## config.mk

```make
export PLATFORM = sky130hd
export DESIGN_NAME = apm_aux_pin_mux
export DESIGN_NICKNAME = d
export VERILOG_FILES = /design/src/verilog/apm_aux_pin_mux.v /design/src/verilog/apm_led_stretch.v
export VERILOG_INCLUDE_DIRS = /design/src /design/src/verilog
export SDC_FILE = /design/constraint.sdc
export NUM_CORES = 1
export LEC_CHECK = 0
export ABC_AREA = 1
export BUFFER_PORTS_ARGS = -buffer_cell sky130_fd_sc_hd__buf_2
export CAP_MARGIN = 25
export CORE_AREA = 2 2 162 164
export DETAILED_ROUTE_END_ITERATION = 8
export DIE_AREA = 0 0 164 166
export GPL_TIMING_DRIVEN = 0
export SLEW_MARGIN = 25
export SYNTH_ARGS = -nofsm -noshare
export SYNTH_HDL_FRONTEND = slang
export SYNTH_SLANG_ARGS = --single-unit
```

## constraint.sdc

```tcl
create_clock -name clk_i -period 1.8 [get_ports clk_i]
set_input_delay 0.09 -clock clk_i [delete_from_list [all_inputs] [get_ports clk_i]]
set_output_delay 0.09 -clock clk_i [all_outputs]
set_load 0.02 [all_outputs]
```

## src/verilog/apm_consts.vh

```
// Constants for the configurable auxiliary pin multiplexer
`ifndef APM_CONSTS_VH
`define APM_CONSTS_VH

// APB register byte offsets
`define APM_ADDR_W          12
`define APM_OFS_FUNC_SEL    12'h000
`define APM_OFS_CTRL        12'h004
`define APM_OFS_GPIO        12'h008
`define APM_OFS_STATUS      12'h00c

// Number of pins and width of one function selector
`define APM_NPINS           5
`define APM_FUNC_W          4
// Pins that may take general-purpose and strobe functions (first four)
`define APM_LOW4_MASK       5'h0f

// Function codes of one selector field
`define APM_FN_RS485        4'h0
`define APM_FN_PWR_EN       4'h1
`define APM_FN_TX_LED       4'h2
`define APM_FN_RX_LED       4'h3
`define APM_FN_ANY_LED      4'h4
`define APM_FN_SUSPEND      4'h5
`define APM_FN_CLOCK_OUT_48MHZ        4'h6
`define APM_FN_CLOCK_OUT_24MHZ        4'h7
`define APM_FN_CLOCK_OUT_12MHZ        4'h8
`define APM_FN_CLOCK_OUT_6MHZ         4'h9
`define APM_FN_GPIO         4'ha
`define APM_FN_WR_STROBE    4'hb
`define APM_FN_RD_STROBE    4'hc

// Factory defaults: pin4 suspend, pin3 power, pin2 rs485, pin1 rx led, pin0 tx led
`define APM_FUNC_SEL_RST    20'h51032
`define APM_CTRL_RST        1'h0
`define APM_GPIO_OUT_RST    4'h0
`define APM_GPIO_OE_RST     4'h0

// Field positions
`define APM_CTRL_PULLDOWN   0
`define APM_ST_CONFIGURED   16
`define APM_ST_SUSPEND      17
`define APM_ST_RS485        18

// Timing: activity LED pulse length at 250 MHz
`define APM_CLK_PERIOD_NS   4
`define APM_LED_PULSE_NS    100000
// 100 us of 4 ns cycles, sized to the stretch counter so it loads without truncation
`define APM_LED_PULSE_CYC   16'h61a8
`define APM_LED_CNT_W       16

`endif

```

## src/verilog/apm_aux_pin_mux.v

```verilog
// Configurable auxiliary pin multiplexer with APB configuration registers
`timescale 1ns/1ps
`default_nettype none
`include "apm_consts.vh"

module apm_aux_pin_mux #(
   parameter [`APM_LED_CNT_W-1:0] LED_PULSE_CYC = `APM_LED_PULSE_CYC
) (
   // Clock and reset
   input  wire                    clk_i,
   input  wire                    nrst_i,
   // APB slave
   input  wire                    psel_i,
   input  wire                    penable_i,
   input  wire                    pwrite_i,
   input  wire [`APM_ADDR_W-1:0]  paddr_i,
   input  wire [31:0]             pwdata_i,
   input  wire [3:0]              pstrb_i,
   output wire [31:0]             prdata_o,
   output wire                    pready_o,
   output wire                    pslverr_o,
   // USB engine state and activity
   input  wire                    usb_configured_i,
   input  wire                    usb_suspend_i,
   input  wire                    usb_tx_act_i,
   input  wire                    usb_rx_act_i,
   // UART transmitter character framing
   input  wire                    uart_tx_start_i,
   input  wire                    uart_tx_done_i,
   // Clock generator outputs
   input  wire                    clock_out_48mhz_i,
   input  wire                    clock_out_24mhz_i,
   input  wire                    clock_out_12mhz_i,
   input  wire                    clock_out_6mhz_i,
   // Bit-bang engine strobes
   input  wire                    pin_write_strobe_n_i,
   input  wire                    pin_read_strobe_n_i,
   // Auxiliary pins, two-way
   input  wire [`APM_NPINS-1:0]   aux_pin_i,
   output wire [`APM_NPINS-1:0]   aux_pin_o,
   output wire [`APM_NPINS-1:0]   aux_pin_oe_o,
   // Weak pull-down request for the interface pins
   output wire                    aux_pulldown_o
);

   localparam SEL_W = `APM_NPINS * `APM_FUNC_W; // Width of all selectors
   // One bit per pin, so each generate slice picks exactly its own flag
   localparam [`APM_NPINS-1:0] LOW4_MASK = `APM_LOW4_MASK;

   // Configuration registers
   reg [SEL_W-1:0]        func_sel_reg;   // Per-pin function selectors
   reg [SEL_W-1:0]        func_sel_next;
   reg                    pulldown_reg;   // Suspend pull-down option
   reg                    pulldown_next;
   reg [3:0]              gpio_out_reg;   // GPIO output levels, pins 0..3
   reg [3:0]              gpio_out_next;
   reg [3:0]              gpio_oe_reg;    // GPIO drive enables, pins 0..3
   reg [3:0]              gpio_oe_next;

   // Bus answer
   reg [31:0]             prdata_reg;     // Read data, latched in setup
   reg [31:0]             prdata_next;
   reg                    unmapped_reg;   // Address decoded as unmapped
   reg                    unmapped_next;

   // Function sources
   reg                    rs485_en_reg;   // Character in flight on the UART
   wire                   power_en_n;     // Active-low power enable
   wire                   suspend_n;      // Active-low suspend indicator
   wire                   tx_led_n;       // Stretched transmit activity
   wire                   rx_led_n;       // Stretched receive activity
   wire                   any_led_n;      // Stretched combined activity

   // Pin drive
   reg [`APM_NPINS-1:0]   pin_out_reg;    // Registered pin levels
   reg [`APM_NPINS-1:0]   pin_oe_reg;     // Registered pin enables
   wire [`APM_NPINS-1:0]  pin_out_next;
   wire [`APM_NPINS-1:0]  pin_oe_next;

   // Write mask from byte strobes
   wire [31:0]            wmask;
   wire                   setup_ph;       // APB setup cycle
   wire                   wr_en;          // Write taking effect this edge

   assign wmask    = {{8{pstrb_i[3]}}, {8{pstrb_i[2]}}, {8{pstrb_i[1]}}, {8{pstrb_i[0]}}};
   assign setup_ph = psel_i & ~penable_i;
   assign wr_en    = psel_i & penable_i & pwrite_i;

   // Zero wait states: the answer is ready in the first access cycle
   assign pready_o  = psel_i & penable_i;
   assign pslverr_o = psel_i & penable_i & unmapped_reg;
   assign prdata_o  = prdata_reg;

   // Register writes honour byte strobes; status is read-only
   always @* begin
      func_sel_next = func_sel_reg;
      pulldown_next = pulldown_reg;
      gpio_out_next = gpio_out_reg;
      gpio_oe_next  = gpio_oe_reg;
      if (wr_en) begin
         case (paddr_i)
            `APM_OFS_FUNC_SEL: begin
               // Selector is the held configuration for every pin
               func_sel_next = (func_sel_reg & ~wmask[SEL_W-1:0]) | (pwdata_i[SEL_W-1:0] & wmask[SEL_W-1:0]);
            end
            `APM_OFS_CTRL: begin
               if (pstrb_i[0]) begin
                  pulldown_next = pwdata_i[`APM_CTRL_PULLDOWN];
               end
            end
            `APM_OFS_GPIO: begin
               // Each of the four GPIO pins has its own level and enable
               if (pstrb_i[0]) begin
                  gpio_out_next = pwdata_i[3:0];
                  gpio_oe_next  = pwdata_i[7:4];
               end
            end
            default: begin
               // Status and unmapped addresses store nothing
               func_sel_next = func_sel_reg;
            end
         endcase
      end
   end

   // Read mux, evaluated in the setup cycle so data comes from a flop
   always @* begin
      prdata_next   = prdata_reg;
      unmapped_next = unmapped_reg;
      if (setup_ph) begin
         prdata_next   = 32'h0000_0000;
         unmapped_next = 1'b0;
         case (paddr_i)
            `APM_OFS_FUNC_SEL: begin
               prdata_next[SEL_W-1:0] = func_sel_reg;
            end
            `APM_OFS_CTRL: begin
               prdata_next[`APM_CTRL_PULLDOWN] = pulldown_reg;
            end
            `APM_OFS_GPIO: begin
               prdata_next[7:0] = {gpio_oe_reg, gpio_out_reg};
            end
            `APM_OFS_STATUS: begin
               // Live pin levels, driven levels and engine state
               prdata_next[4:0]                = aux_pin_i;
               prdata_next[12:8]               = pin_out_reg;
               prdata_next[`APM_ST_CONFIGURED] = usb_configured_i;
               prdata_next[`APM_ST_SUSPEND]    = usb_suspend_i;
               prdata_next[`APM_ST_RS485]      = rs485_en_reg;
            end
            default: begin
               // Unmapped reads return zero and flag an error
               unmapped_next = 1'b1;
            end
         endcase
      end
   end

   // Configuration and bus flops; reset loads factory defaults
   always @(posedge clk_i or negedge nrst_i) begin
      if (!nrst_i) begin
         func_sel_reg <= `APM_FUNC_SEL_RST;
         pulldown_reg <= `APM_CTRL_RST;
         gpio_out_reg <= `APM_GPIO_OUT_RST;
         gpio_oe_reg  <= `APM_GPIO_OE_RST;
         prdata_reg   <= 32'h0000_0000;
         unmapped_reg <= 1'b0;
      end else begin
         func_sel_reg <= func_sel_next;
         pulldown_reg <= pulldown_next;
         gpio_out_reg <= gpio_out_next;
         gpio_oe_reg  <= gpio_oe_next;
         prdata_reg   <= prdata_next;
         unmapped_reg <= unmapped_next;
      end
   end

   // RS485 enable: set at start bit, cleared after last stop bit.
   // A start in the same cycle as a done wins, so back-to-back
   // characters keep the transceiver enabled without a glitch.
   always @(posedge clk_i or negedge nrst_i) begin
      if (!nrst_i) begin
         rs485_en_reg <= 1'b0;
      end else if (uart_tx_start_i) begin
         rs485_en_reg <= 1'b1;
      end else if (uart_tx_done_i) begin
         rs485_en_reg <= 1'b0;
      end
   end

   // Power enable is low only while configured and not suspended
   assign power_en_n = ~(usb_configured_i & ~usb_suspend_i);
   // Suspend indicator follows the suspend state directly
   assign suspend_n  = ~usb_suspend_i;
   // Pull-down is requested only in suspend and only if enabled;
   // software pairs it with the power switch use
   assign aux_pulldown_o = pulldown_reg & usb_suspend_i;

   // Activity stretchers: short engine pulses would be invisible on an LED
   apm_led_stretch #(
      .PULSE_CYC (LED_PULSE_CYC)
   ) u_tx_led (
      .clk_i     (clk_i),
      .nrst_i    (nrst_i),
      .act_i     (usb_tx_act_i),
      .led_n_o   (tx_led_n)
   );

   apm_led_stretch #(
      .PULSE_CYC (LED_PULSE_CYC)
   ) u_rx_led (
      .clk_i     (clk_i),
      .nrst_i    (nrst_i),
      .act_i     (usb_rx_act_i),
      .led_n_o   (rx_led_n)
   );

   apm_led_stretch #(
      .PULSE_CYC (LED_PULSE_CYC)
   ) u_any_led (
      .clk_i     (clk_i),
      .nrst_i    (nrst_i),
      .act_i     (usb_tx_act_i | usb_rx_act_i),
      .led_n_o   (any_led_n)
   );

   // Per-pin function mux
   genvar gi;
   generate
      for (gi = 0; gi < `APM_NPINS; gi = gi + 1) begin : g_pin
         wire [`APM_FUNC_W-1:0] sel;      // This pin's selector
         wire                   low4;     // Pin is one of the first four
         wire [`APM_NPINS-1:0]  gpo_ext;  // GPIO levels padded to five pins
         wire [`APM_NPINS-1:0]  gpe_ext;  // GPIO enables padded to five pins
         reg                    out_sel;
         reg                    oe_sel;

         assign sel     = func_sel_reg[gi*`APM_FUNC_W +: `APM_FUNC_W];
         assign low4    = LOW4_MASK[gi];
         assign gpo_ext = {1'b0, gpio_out_reg};
         assign gpe_ext = {1'b0, gpio_oe_reg};

         // Unsupported codes, and restricted codes on pin 4, release the pin
         always @* begin
            out_sel = 1'b1;
            oe_sel  = 1'b1;
            case (sel)
               `APM_FN_RS485:     out_sel = rs485_en_reg;
               `APM_FN_PWR_EN:    out_sel = power_en_n;
               `APM_FN_TX_LED:    out_sel = tx_led_n;
               `APM_FN_RX_LED:    out_sel = rx_led_n;
               `APM_FN_ANY_LED:   out_sel = any_led_n;
               `APM_FN_SUSPEND:   out_sel = suspend_n;
               `APM_FN_CLOCK_OUT_48MHZ:     out_sel = clock_out_48mhz_i;
               `APM_FN_CLOCK_OUT_24MHZ:     out_sel = clock_out_24mhz_i;
               `APM_FN_CLOCK_OUT_12MHZ:     out_sel = clock_out_12mhz_i;
               `APM_FN_CLOCK_OUT_6MHZ:      out_sel = clock_out_6mhz_i;
               `APM_FN_GPIO: begin
                  // GPIO drives only when its own enable is set
                  out_sel = gpo_ext[gi];
                  oe_sel  = low4 & gpe_ext[gi];
               end
               `APM_FN_WR_STROBE: begin
                  out_sel = pin_write_strobe_n_i;
                  oe_sel  = low4;
               end
               `APM_FN_RD_STROBE: begin
                  out_sel = pin_read_strobe_n_i;
                  oe_sel  = low4;
               end
               default: begin
                  out_sel = 1'b1;
                  oe_sel  = 1'b0;
               end
            endcase
         end

         assign pin_out_next[gi] = out_sel;
         assign pin_oe_next[gi]  = oe_sel;
      end
   endgenerate

   // Pin flops; clocks pass through a 4 ns flop, so they carry
   // up to one cycle of jitter, acceptable for board logic only
   always @(posedge clk_i or negedge nrst_i) begin
      if (!nrst_i) begin
         pin_out_reg <= {`APM_NPINS{1'b1}};
         pin_oe_reg  <= {`APM_NPINS{1'b0}};
      end else begin
         pin_out_reg <= pin_out_next;
         pin_oe_reg  <= pin_oe_next;
      end
   end

   assign aux_pin_o    = pin_out_reg;
   assign aux_pin_oe_o = pin_oe_reg;

endmodule // apm_aux_pin_mux
`default_nettype wire

```

## src/verilog/apm_led_stretch.v

```verilog
// Activity pulse stretcher that drives one active-low LED level
`timescale 1ns/1ps
`default_nettype none
`include "apm_consts.vh"

module apm_led_stretch #(
   parameter [`APM_LED_CNT_W-1:0] PULSE_CYC = `APM_LED_PULSE_CYC
) (
   // Clock and reset
   input  wire                      clk_i,
   input  wire                      nrst_i,
   // Activity event, one cycle or longer
   input  wire                      act_i,
   // LED drive, low while stretching
   output wire                      led_n_o
);

   reg [`APM_LED_CNT_W-1:0] cnt_reg;   // Remaining low time
   reg [`APM_LED_CNT_W-1:0] cnt_next;  // Next remaining low time
   reg                      led_n_reg; // Registered LED level

   // New activity reloads the count, so a burst keeps the LED lit
   always @* begin
      cnt_next = cnt_reg;
      if (act_i) begin
         cnt_next = PULSE_CYC;
      end else if (cnt_reg != {`APM_LED_CNT_W{1'b0}}) begin
         cnt_next = cnt_reg - {{(`APM_LED_CNT_W-1){1'b0}}, 1'b1};
      end
   end

   // Counter and LED flop; LED is off after reset
   always @(posedge clk_i or negedge nrst_i) begin
      if (!nrst_i) begin
         cnt_reg   <= {`APM_LED_CNT_W{1'b0}};
         led_n_reg <= 1'b1;
      end else begin
         cnt_reg   <= cnt_next;
         led_n_reg <= (cnt_next == {`APM_LED_CNT_W{1'b0}});
      end
   end

   assign led_n_o = led_n_reg;

endmodule // apm_led_stretch
`default_nettype wire

```

==> out/qor.txt, run 1 <==
Status - complete, no violations
Post-Route WL - 19700 microns
Reg clk slew, reported paths - 0.08 ns
Flops & latches, synth - 112
Endpoints failing setup - 0
Global Route Usage Sum - 14.1%
GPL Wtd Cong - 0.898
Layout Area Growth over Synthesis - 27.4%
Site Rows - 59
Reg area - 0.00283 sq mm
Depth of the CTS H-tree - 3
Worst hold slack - 0.00406 ns
DR iter-0 viols - 418
N_diodes - 0
Final worst-path cycle share - 98.6%
Drt drc - 0
Via count - 6471
Vias in the first global route - 6004
Initial antenna violation count - 0
CP Cell Sequence - inv_2 > ha_4 > nand2_2 > nor2_2 > nand4_1 > a21oi_1 > nand2_1 > nor2_2 > nand3_2 > nor2_2
Synth unique cells - 46
CP bufs+invs - 1
Critical path capture point type - register
HP Class - in -> reg
Yosys warning total - 0
Async set-reset flop share out of synthesis - 100%
Syn Inst Count - 921
Max Fclk - 563 MHz
Max incr delay on CP - 0.41 ns
Hold Path Origin - pwdata_i[13]
Peak supply drop - 0.468 mV
DR pass1 iterations - 5
Clock Latency Late Sink - 0.35 ns
Initial core utilization - 26.4%
Minimum clock period - 1.78 ns
Final ANT Viol Nets - 0
Fin. max-slew vios - 0
Nets - 1149
R2R Path End - u_tx_led.led_n_o
TritonCTS clock tree - built
Layout cell share with drive strength beyond 1 - 27.5%
Pwr dens - 628 mW/mm^2
Finished Layout Cells - 1413
Hpwl dp - 14900 microns
Most frequent CP cell - nor2_2
Reg-to-Reg Start - u_tx_led.cnt_reg[0]
Arrival time worst endpoint - 2.07 ns
Worst slew margin - 46.4%
Placed cells - 1354
CTS Buffer Depth - 2
Post-synth EDFFs - 0
Worst R2R Setup Slack - 0.02 ns
CTS Buf Count - 9
Avg Cell Area, Syn - 7.34 sq um
Main synth FF type - dfrtp_1
Final Skew - 0.00799 ns
Largest net degree at the start of global routing - 69
Die Area - 0.0272 sq mm
Worst hold stages - 3
Final hold violation count - 0
Vias per inst - 4.58
Chip Width - 164 microns
IO Port Bufs - 86
WL/cell - 13.9 microns
Seq/Total Area, Yosys - 41.7%
Least-Margin Pin Slew - 0.794 ns
Worst Path Required - 2.09 ns
Total negative setup slack - 0 ns
Critical-path top delay cell - dfrtp_1
Maxcap violations - 0
Post-Syn Area - 0.00676 sq mm
Critical path type - reg -> reg
RSZ-0062 raised after global routing - yes
# clock sinks - 112
GRT overflow - 0
Core Area - 0.0256 sq mm
Critical Path Source Type - register
Area occupied by multi-input gates - 0.00353 sq mm
LEAKAGE - 4.07 nW
Filler Cells Inserted - 2711
# IOs - 115
Clock Tree Root - clkbuf_16
First-pass GRT wire length - 30600 microns
Reg2Reg Depth - 10
Top delay family on crit path - simple AND/OR/NAND/NOR gates
CP Max Fanout - 4
Die height - 166 microns
layer usage:
layer  global-route usage, %  vias up  wire length (microns)
met4                    3.62        0                    261
met5                       0        -                      0
met2                    22.8      162                   9330
met1                    19.8     3019                   9150
li1                        -     3271                      -
met3                    2.10       19                    930
metrics by stage:
stage          total power (W)  setup WS [ns]  cell area, sq um  util (%)
3_5_place_dp           0.00340        -0.0859              7690      30.0
4_1_cts                0.00541        0.00116              8130      31.7
5_1_grt                0.00570        -0.0758              8610      33.6
6_report               0.00541         0.0246              8610      33.6
2_1_floorplan          0.00311          0.281              6800         -
3_3_place_gp           0.00338         -0.799              7650      29.9
worst max path at each step:
stage	start	to	slack, ns	cells past startpoint
after floorplan	u_rx_led.cnt_reg[0]	u_rx_led.led_n_o	0.28	12
after global placement	nrst_i	aux_pin_oe_o[0]	-0.80	1
after detailed placement	u_any_led.cnt_reg[0]	u_any_led.led_n_o	-0.09	12
after CTS	u_any_led.cnt_reg[0]	u_any_led.led_n_o	0.001	11
after global routing	u_tx_led.cnt_reg[0]	u_tx_led.led_n_o	-0.08	10
final	u_tx_led.cnt_reg[0]	u_tx_led.led_n_o	0.02	10
synthesized netlist by cell type (7+ instances only):
cell type  number  area share (%)
inv_1         130             7.2
dfstp_2        14             5.4
nand2_1       215              12
a31oi_1         8            0.74
nor2_2         16             1.5
buf_4          13             1.4
nor2_4         12             2.0
o21ai_2         8             1.0
clkbuf_1        7            0.39
inv_2          10            0.56
o21ai_0        22             1.6
nor3_1         13            0.96
nor2_1        106             5.9
dfrtp_1        98              36
nand3_1        87             6.4
a21oi_1        14             1.0
nand2_2        17             1.6
o21ai_1        29             2.1
o22ai_1        10            0.93
nand4_1        22             2.0
power by group:
group	total (W)	leakage [nW]	switching, W	internal (W)
Sequential	0.00266	1.32	0.0000649	0.00259
Clock	0.00196	0.137	0.000909	0.00105
Combinational	0.000794	2.61	0.000508	0.000286
Total	0.00541	4.07	0.00148	0.00393
cells in the final DEF (no fill, tap or decap), drive strengths merged:
| cell type | Yosys | routed |
|---|---|---|
| xor2 | 5 | 5 |
| o22ai | 10 | 10 |
| ha | 6 | 6 |
| o41ai | 1 | 1 |
| o2111ai | 4 | 4 |
| nand2 | 232 | 234 |
| nand3 | 90 | 90 |
| dfrtp | 98 | 98 |
| clkinv | 3 | 4 |
| xnor2 | 3 | 3 |
| clkinvlp | 0 | 3 |
| a21oi | 14 | 14 |
| nor4 | 2 | 2 |
| o21ai | 59 | 59 |
| nor3 | 14 | 14 |
| o31ai | 6 | 6 |
| dlygate4sd3 | 0 | 10 |
| inv | 140 | 140 |
| buf | 22 | 139 |
| o21a | 4 | 4 |
| nor2 | 134 | 134 |
| conb | 1 | 12 |
| a311oi | 1 | 1 |
| clkbuf | 7 | 20 |
| o21bai | 1 | 1 |
| o221ai | 3 | 3 |
| o311ai | 5 | 5 |
| a31oi | 8 | 8 |
| a211oi | 2 | 2 |
| and2 | 1 | 1 |
| nand4 | 23 | 23 |
| a32oi | 1 | 1 |
| o211ai | 3 | 3 |
| nand3b | 3 | 3 |
| or2 | 1 | 1 |
| dfstp | 14 | 14 |
worst reg2reg max path, cell delays in order, from the launching register on:
cell	delay, ns
dfrtp_1	0.41
inv_2	0.14
ha_4	0.16
nand2_2	0.09
nor2_2	0.15
nand4_1	0.12
a21oi_1	0.19
nand2_1	0.11
nor2_2	0.13
nand3_2	0.10
nor2_2	0.12
cell families (layout without fill, tap and decap cells):
logic type	Yosys count	after routing	synth area share, %
buffers and inverters	172	316	10.7
DFF	112	112	41.7
adders and majority gates	6	6	1.11
AOI/OAI and AO/OA	122	122	11.2
and+or+nand+nor	500	502	34.1
other	1	12	0.0555
xor gates and xnor gates	8	8	1.04
layout make-up:
class,instances,area share (%)
inverter,143,6.26
buffer,29,2.22
timing repair buffer,128,9.46
clock buffer,12,3.09
tap,335,4.87
multi-input combinational,650,41.0
clock inverter,4,0.320
sequential,112,32.8
repair_timing:
action,in CTS,in global routing
gates cloned,0,3
hold buffers,10,0
gates resized for setup,11,67
setup buffers,2,28
pin swaps,2,30
endpoints found under the setup margin,3,3
hold endpoints to repair,51,0
Note: power is estimated with default switching activity, not from simulation.
==> inputs of run 2 (changes only) <==
--- a/config.mk
+++ b/config.mk
@@ -7,8 +7,7 @@
 export NUM_CORES = 1
 export LEC_CHECK = 0
 export ABC_AREA = 1
-export BUFFER_PORTS_ARGS = -buffer_cell sky130_fd_sc_hd__buf_2
-export CAP_MARGIN = 25
+export BUFFER_PORTS_ARGS = -buffer_cell sky130_fd_sc_hd__buf_4
 export CORE_AREA = 2 2 162 164
 export DETAILED_ROUTE_END_ITERATION = 8
 export DIE_AREA = 0 0 164 166
==> constraint.sdc (replaced) <==
create_clock -name clk_i -period 1.6 [get_ports clk_i]
set_input_delay 0.08 -clock clk_i [delete_from_list [all_inputs] [get_ports clk_i]]
set_output_delay 0.08 -clock clk_i [all_outputs]
set_load 0.02 [all_outputs]
==> run 2 against run 1 <==
Against the previous run:
- clock-buffer cell count fell by 2
- setup slack got worse by 0.17 ns
- worst hold slack got worse by 0.0023 ns
- critical endpoint unchanged
- clock skew increased by 0.0027 ns
- critical path depth stayed put
- combinational power is 35% higher
- flip-flop and latch count unchanged
- via count up 5.5%
- first-iteration DRC count decreased by 9.8%
- the flow now finishes with violations (setup timing)
- highest routed layer unchanged
- largest power group unchanged
==> out/qor.txt, run 2 (same netlist as run 1, synthesis figures left out) <==
Status - finished, violations left
Failing checks - setup timing
Hpwl dp - 14900 microns (+0.34%)
Core Area - 0.0256 sq mm (unchanged)
HP Class - in -> reg
Critical path capture point type - register
RSZ-0062 raised after global routing - yes
Sw Pwr - 0.00175 W (+18%)
Vias in the first global route - 6382 (+6.3%)
Clock Power Share - 35.7% (-0.5 points)
Reg-to-Reg Start - u_tx_led.cnt_reg[0]
Initial core utilization - 26.4% (unchanged)
Fin. max-slew vios - 0 (unchanged)
Worst R2R Setup Slack - -0.15 ns (-0.17 ns)
GPL Wtd Cong - 0.883 (-1.7%)
First-pass GRT wire length - 32500 microns (+6.2%)
Least-Margin Pin Slew - 0.607 ns (-0.187 ns)
Reg area - 0.00283 sq mm (+0.18%)
Sw Share - 27.7% (+0.31 points)
Critical path type - reg -> reg
Area occupied by multi-input gates - 0.00364 sq mm (+3.3%)
Worst Path Required - 1.89 ns (-0.20 ns)
Total negative setup slack - -0.321 ns (-0.321 ns)
Arrival time worst endpoint - 2.04 ns (-0.03 ns)
Comb power frac - 17.0% (+2.3 points)
Most common library cell in the layout ignoring fill and taps - nand2_1
Die height - 166 microns (unchanged)
Maxcap violations - 0 (unchanged)
Clock Tree Root - clkbuf_16
Final ANT Viol Nets - 0 (unchanged)
Nets - 1186 (+3.2%)
Worst slew margin - 59.4% (+13 points)
Vias per inst - 4.71 (+2.8%)
# clock sinks - 112 (unchanged)
GRT overflow - 0 (unchanged)
Minimum clock period - 1.75 ns (-0.0276 ns)
TritonCTS clock tree - built
Flop pwr share - 47.3% (-1.8 points)
Filler Cells Inserted - 2627 (-3.1%)
N_diodes - 0 (unchanged)
CP Cell Sequence - inv_2 > ha_4 > nand2_1 > nor2_4 > nand2_2 > nand2_1 > nand4_1 > nor2_1 > nand3_1 > nor2_1
R2R Path End - u_tx_led.led_n_o
Setup ws final - -0.148 ns (-0.172 ns)
Via count - 6828 (+5.5%)
DR iter-0 viols - 377 (-9.8%)
Critical Path Source Type - register
Clock Latency Late Sink - 0.36 ns (about the same)
Final worst-path cycle share - 109% (+11 points)
Pwr dens - 684 mW/mm^2 (+8.8%)
Chip Width - 164 microns (unchanged)
CTS Buf Count - 9 (unchanged)
Max incr delay on CP - 0.40 ns (about the same)
Max Fclk - 572 MHz (+1.6%)
Reg clk slew, reported paths - 0.08 ns (about the same)
DR pass1 iterations - 5 (unchanged)
Largest net degree at the start of global routing - 68 (-1.4%)
Final hold violation count - 0 (unchanged)
LEAKAGE - 4.37 nW (+7.4%)
Die Area - 0.0272 sq mm (unchanged)
CP Max Fanout - 5 (+1)
Site Rows - 59 (unchanged)
Peak supply drop - 0.502 mV (+7.4%)
Final Skew - 0.0107 ns (+0.00271 ns)
Reg2Reg Depth - 10 (unchanged)
CTS Buffer Depth - 2 (unchanged)
Depth of the CTS H-tree - 3 (unchanged)
Post-Route WL - 20500 microns (+4.3%)
Drt drc - 0 (unchanged)
Endpoints failing setup - 3 (+3)
Layout cell share with drive strength beyond 1 - 31.1% (+3.7 points)
Worst hold slack - 0.00178 ns (-0.00228 ns)
# IOs - 115 (unchanged)
IO Port Bufs - 86 (unchanged)
Global Route Usage Sum - 14.9% (+0.79 points)
Initial antenna violation count - 0 (unchanged)
Worst hold stages - 3 (unchanged)
Layout Area Growth over Synthesis - 37.0%
Critical-path top delay cell - dfrtp_1
WL/cell - 14.2 microns (+1.7%)
Internal cell power - 0.00458 W (+17%)
Most frequent cells in the layout - nand2_1, buf_4, inv_1
Hold Path Origin - pwdata_i[5]
[run 2: changes by cell type in the layout (fill, tap and decap cells not counted), sizes merged]
cell         before  now
clkinvlp          3    2
bufinv            0    1
clkinv            4    6
dlygate4sd3      10   17
clkbuf           20   16
buf             139  171
[run 2: per-stage QoR]
step	setup slack, ns	power [W]	util, %	cells	instance area (sq um)
final	-0.148	0.00633	36.2	1450	9260
after global routing	-0.277	0.00663	36.2	1450	9260
after CTS	-0.0979	0.00629	34.9	1432	8930
after detailed placement	-0.265	0.00388	30.8	1354	7900
after global placement	-0.249	0.00387	30.7	1353	7870
after floorplan	0.0810	0.00350	-	932	6800
[run 2: worst max path at each step]
| stage | from | to | slack (ns) |
|---|---|---|---|
| 2_1_floorplan | u_rx_led.cnt_reg[0] | u_rx_led.led_n_o | 0.08 |
| 3_3_place_gp | u_any_led.cnt_reg[0] | u_any_led.led_n_o | -0.25 |
| 3_5_place_dp | u_any_led.cnt_reg[0] | u_any_led.led_n_o | -0.27 |
| 4_1_cts | u_any_led.cnt_reg[1] | u_any_led.led_n_o | -0.1 |
| 5_1_grt | u_tx_led.cnt_reg[8] | u_tx_led.led_n_o | -0.28 |
| 6_report | u_tx_led.cnt_reg[0] | u_tx_led.led_n_o | -0.15 |
[run 2: routing by layer]
layer	vias up	track usage, %	part of all wire (%)
met5	-	0	0
met4	0	4.23	1.6
met3	23	2.05	5.3
met2	195	24.7	49
met1	3264	20.3	44
li1	3346	-	-
[run 2: layout make-up]
class | instances | share of cell area, %
multi-input combinational | 650 | 39.4
sequential | 112 | 30.6
timing repair buffer | 166 | 14.6
inverter | 143 | 5.85
tap | 335 | 4.53
clock buffer | 10 | 2.47
buffer | 28 | 2.03
clock inverter | 6 | 0.649
[run 2: critical path: cells and delay by family (launching register included)]
kind | cells | cell delay, ns
and+or+nand+nor | 8 | 0.96
adders and majority gates | 1 | 0.17
DFF | 1 | 0.40
buffers and inverters | 1 | 0.13
[run 2: repair_timing]
item	CTS	global route
pin swaps	45	32
endpoints found under the hold margin	63	0
gates resized for setup	65	53
setup endpoints to repair	4	9
cloned	3	0
setup buffers	42	19
hold buffers	17	0
[run 2: power groups by stage]
stage	logic, W	registers [W]	clock network [W]
after global placement	0.000829	0.00304	0
after detailed placement	0.000845	0.00304	0
after global routing	0.00118	0.00300	0.00244
after floorplan	0.000431	0.00306	0
final	0.00107	0.00299	0.00226
after CTS	0.000985	0.00299	0.00232
==> inputs of run 3 (changes only) <==
--- a/config.mk
+++ b/config.mk
@@ -12,6 +12,7 @@
 export DETAILED_ROUTE_END_ITERATION = 8
 export DIE_AREA = 0 0 164 166
 export GPL_TIMING_DRIVEN = 0
+export SETUP_SLACK_MARGIN = 0.05
 export SLEW_MARGIN = 25
 export SYNTH_ARGS = -nofsm -noshare
 export SYNTH_HDL_FRONTEND = slang
==> run 3 against run 2 <==
Against the previous run:
- the flow still finishes with violations (setup timing)
- cell area up 0.34%
- total power increased by 0.22%
- via count down 0.18%
- highest routed layer unchanged
- critical path depth unchanged
- setup slack gained 0.022 ns
- first-iteration DRC count stayed put
- combinational power about the same
- register-to-register slack better by 0.02 ns
- worst hold slack is essentially flat
- sequential share of layout area down 0.10 points
==> out/qor.txt, run 3 (same netlist as run 1, synthesis figures left out) <==
Chip Width - 164 microns (unchanged)
DR pass1 iterations - 5 (unchanged)
RSZ-0062 raised after global routing - yes
Max incr delay on CP - 0.43 ns (+0.03 ns)
Hpwl dp - 14900 microns (unchanged)
Met2 Usage GRT - 24.7% (+0.037 points)
Peak supply drop - 0.502 mV (about the same)
Worst R2R Setup Slack - -0.13 ns (+0.02 ns)
Drt drc - 0 (unchanged)
Reg-to-Reg Start - u_tx_led.cnt_reg[8]
Worst hold slack - 0.00153 ns (-0.000247 ns)
Layout Area Growth over Synthesis - 37.4%
Reg2Reg Depth - 10 (unchanged)
CP bufs+invs - 1 (unchanged)
Reg clk slew, reported paths - 0.08 ns (about the same)
Final Skew - 0.0110 ns (+0.000347 ns)
Clock Tree Root - clkbuf_16
IO Port Bufs - 86 (unchanged)
Failing checks - setup timing
Critical-path top delay cell - dfrtp_2
Most Crowded Layer GR - met2
WL/cell - 14.2 microns (+0.43%)
Arrival time worst endpoint - 2.01 ns (-0.03 ns)
Nets - 1185 (-0.084%)
CP Cell Sequence - nor2_2 > nand2_2 > nor2_4 > buf_4 > nand3_2 > nand3_2 > nand3_2 > nor2_1 > nand3_1 > nor2_1
# clock sinks - 112 (unchanged)
Status - finished, violations left
Crit. path cell count - 10 (unchanged)
Filler Cells Inserted - 2622 (-0.19%)
Clock Latency Late Sink - 0.36 ns (about the same)
CP endpoint - u_tx_led.led_n_o
Met3 usage - 2.05% (unchanged)
Critical path capture point type - register
Vias per inst - 4.70 (-0.11%)
LEAKAGE - 4.39 nW (+0.35%)
Most frequent cells in the layout - nand2_1, buf_4, inv_1
Endpoints failing setup - 3 (unchanged)
CP Max Fanout - 5 (unchanged)
Vias in the first global route - 6386 (+0.063%)
CTS Buffer Depth - 2 (unchanged)
Core Area - 0.0256 sq mm (unchanged)
N_diodes - 0 (unchanged)
Top delay family on crit path - simple AND/OR/NAND/NOR gates
GRT overflow - 0 (unchanged)
HP Class - in -> reg
Depth of the CTS H-tree - 3 (unchanged)
GPL Wtd Cong - 0.883 (unchanged)
Most frequent CP cell - nand3_2
Setup ws final - -0.126 ns (+0.0216 ns)
GR met1 Demand/Resource - 20.2% (-0.063 points)
Minimum clock period - 1.73 ns (-0.0216 ns)
Fin. max-slew vios - 0 (unchanged)
Most common library cell in the layout ignoring fill and taps - nand2_1
Pwr dens - 683 mW/mm^2 (-0.12%)
TritonCTS clock tree - built
Global Route Usage Sum - 14.9% (about the same)
Largest net degree at the start of global routing - 68 (unchanged)
Critical Path Source Type - register
Final ANT Viol Nets - 0 (unchanged)
Via count - 6816 (-0.18%)
Max Fclk - 579 MHz (+1.2%)
Maxcap violations - 0 (unchanged)
# IOs - 115 (unchanged)
Critical path origin - u_tx_led.cnt_reg[8]
Dpl ws - -0.265 ns (unchanged)
Worst Path Required - 1.89 ns (about the same)
Die Area - 0.0272 sq mm (unchanged)
Final worst-path cycle share - 108% (-1.3 points)
First-pass GRT wire length - 32400 microns (about the same)
Initial antenna violation count - 0 (unchanged)
Layout cell share with drive strength beyond 1 - 31.8% (+0.66 points)
CTS Buf Count - 9 (unchanged)
Site Rows - 59 (unchanged)
Critical path type - reg -> reg
Die height - 166 microns (unchanged)
DR iter-0 viols - 377 (unchanged)
Initial core utilization - 26.4% (unchanged)
Worst hold stages - 3 (unchanged)
Post-Route WL - 20600 microns (+0.37%)
R2R Path End - u_tx_led.led_n_o
Final hold violation count - 0 (unchanged)
Least-Margin Pin Slew - 0.597 ns (-0.00965 ns)
Worst slew margin - 60.0% (+0.65 points)
==> run 3: worst min-delay path by stage <==
stage	startpoint	to	slack (ns)
3_5_place_dp	nrst_i	u_tx_led.cnt_reg[2]	0.06
4_1_cts	pwdata_i[5]	register	0.00001
3_3_place_gp	uart_tx_done_i	rs485_en_reg	0.29
5_1_grt	pwdata_i[0]	pulldown_reg	0.01
6_report	pwdata_i[5]	register	0.002
2_1_floorplan	nrst_i	asynchronous set/reset pin	-0.22
==> run 3: repair_timing <==
action / CTS / global route
gates cloned: 3 / 0
gates resized for setup: 66 / 64
pin swaps: 45 / 39
endpoints found under the setup margin: 8 / 11
hold buffers: 17 / 0
setup buffers: 42 / 19
endpoints found under the hold margin: 63 / 0
==> run 3: metrics by stage <==
stage / total power [W] / area (sq um) / utilization (%) / std cells / setup TNS [ns]
floorplan: 0.00350 / 6800 / - / 932 / 0
global placement: 0.00387 / 7870 / 30.7 / 1353 / -2.08
detailed placement: 0.00388 / 7900 / 30.8 / 1354 / -2.19
CTS: 0.00629 / 8930 / 34.9 / 1431 / -0.255
global route: 0.00664 / 9290 / 36.3 / 1449 / -0.781
finish: 0.00634 / 9290 / 36.3 / 1449 / -0.338
==> run 3: layout make-up <==
class / count / area (sq um) / share of cell area [%]
sequential: 112 / 2830 / 30.5
buffer: 27 / 184 / 1.98
timing repair buffer: 166 / 1360 / 14.6
clock inverter: 6 / 60.1 / 0.646
inverter: 143 / 542 / 5.83
multi-input combinational: 650 / 3670 / 39.5
tap: 335 / 419 / 4.51
clock buffer: 10 / 229 / 2.46
==> run 3: worst reg2reg max path, delay by kind of cell (launching register included) <==
family | cells | cell delay [ns]
AND/OR/NAND/NOR | 9 | 1.09
buffers and inverters | 1 | 0.15
flip-flops | 1 | 0.43
==> run 3: where the power goes <==
group,switching [W],internal [W],leakage (nW),total [W]
registers,0.0000791,0.00291,1.32,0.00299
logic,0.000624,0.000458,2.93,0.00108
clock network,0.00106,0.00121,0.138,0.00227
total,0.00176,0.00458,4.39,0.00634
==> run 3: routing by layer <==
layer / vias up / share of wire, %
met3: 22 / 5.1
met2: 206 / 49
li1: 3339 / -
met5: - / 0
met4: 0 / 1.6
met1: 3249 / 45
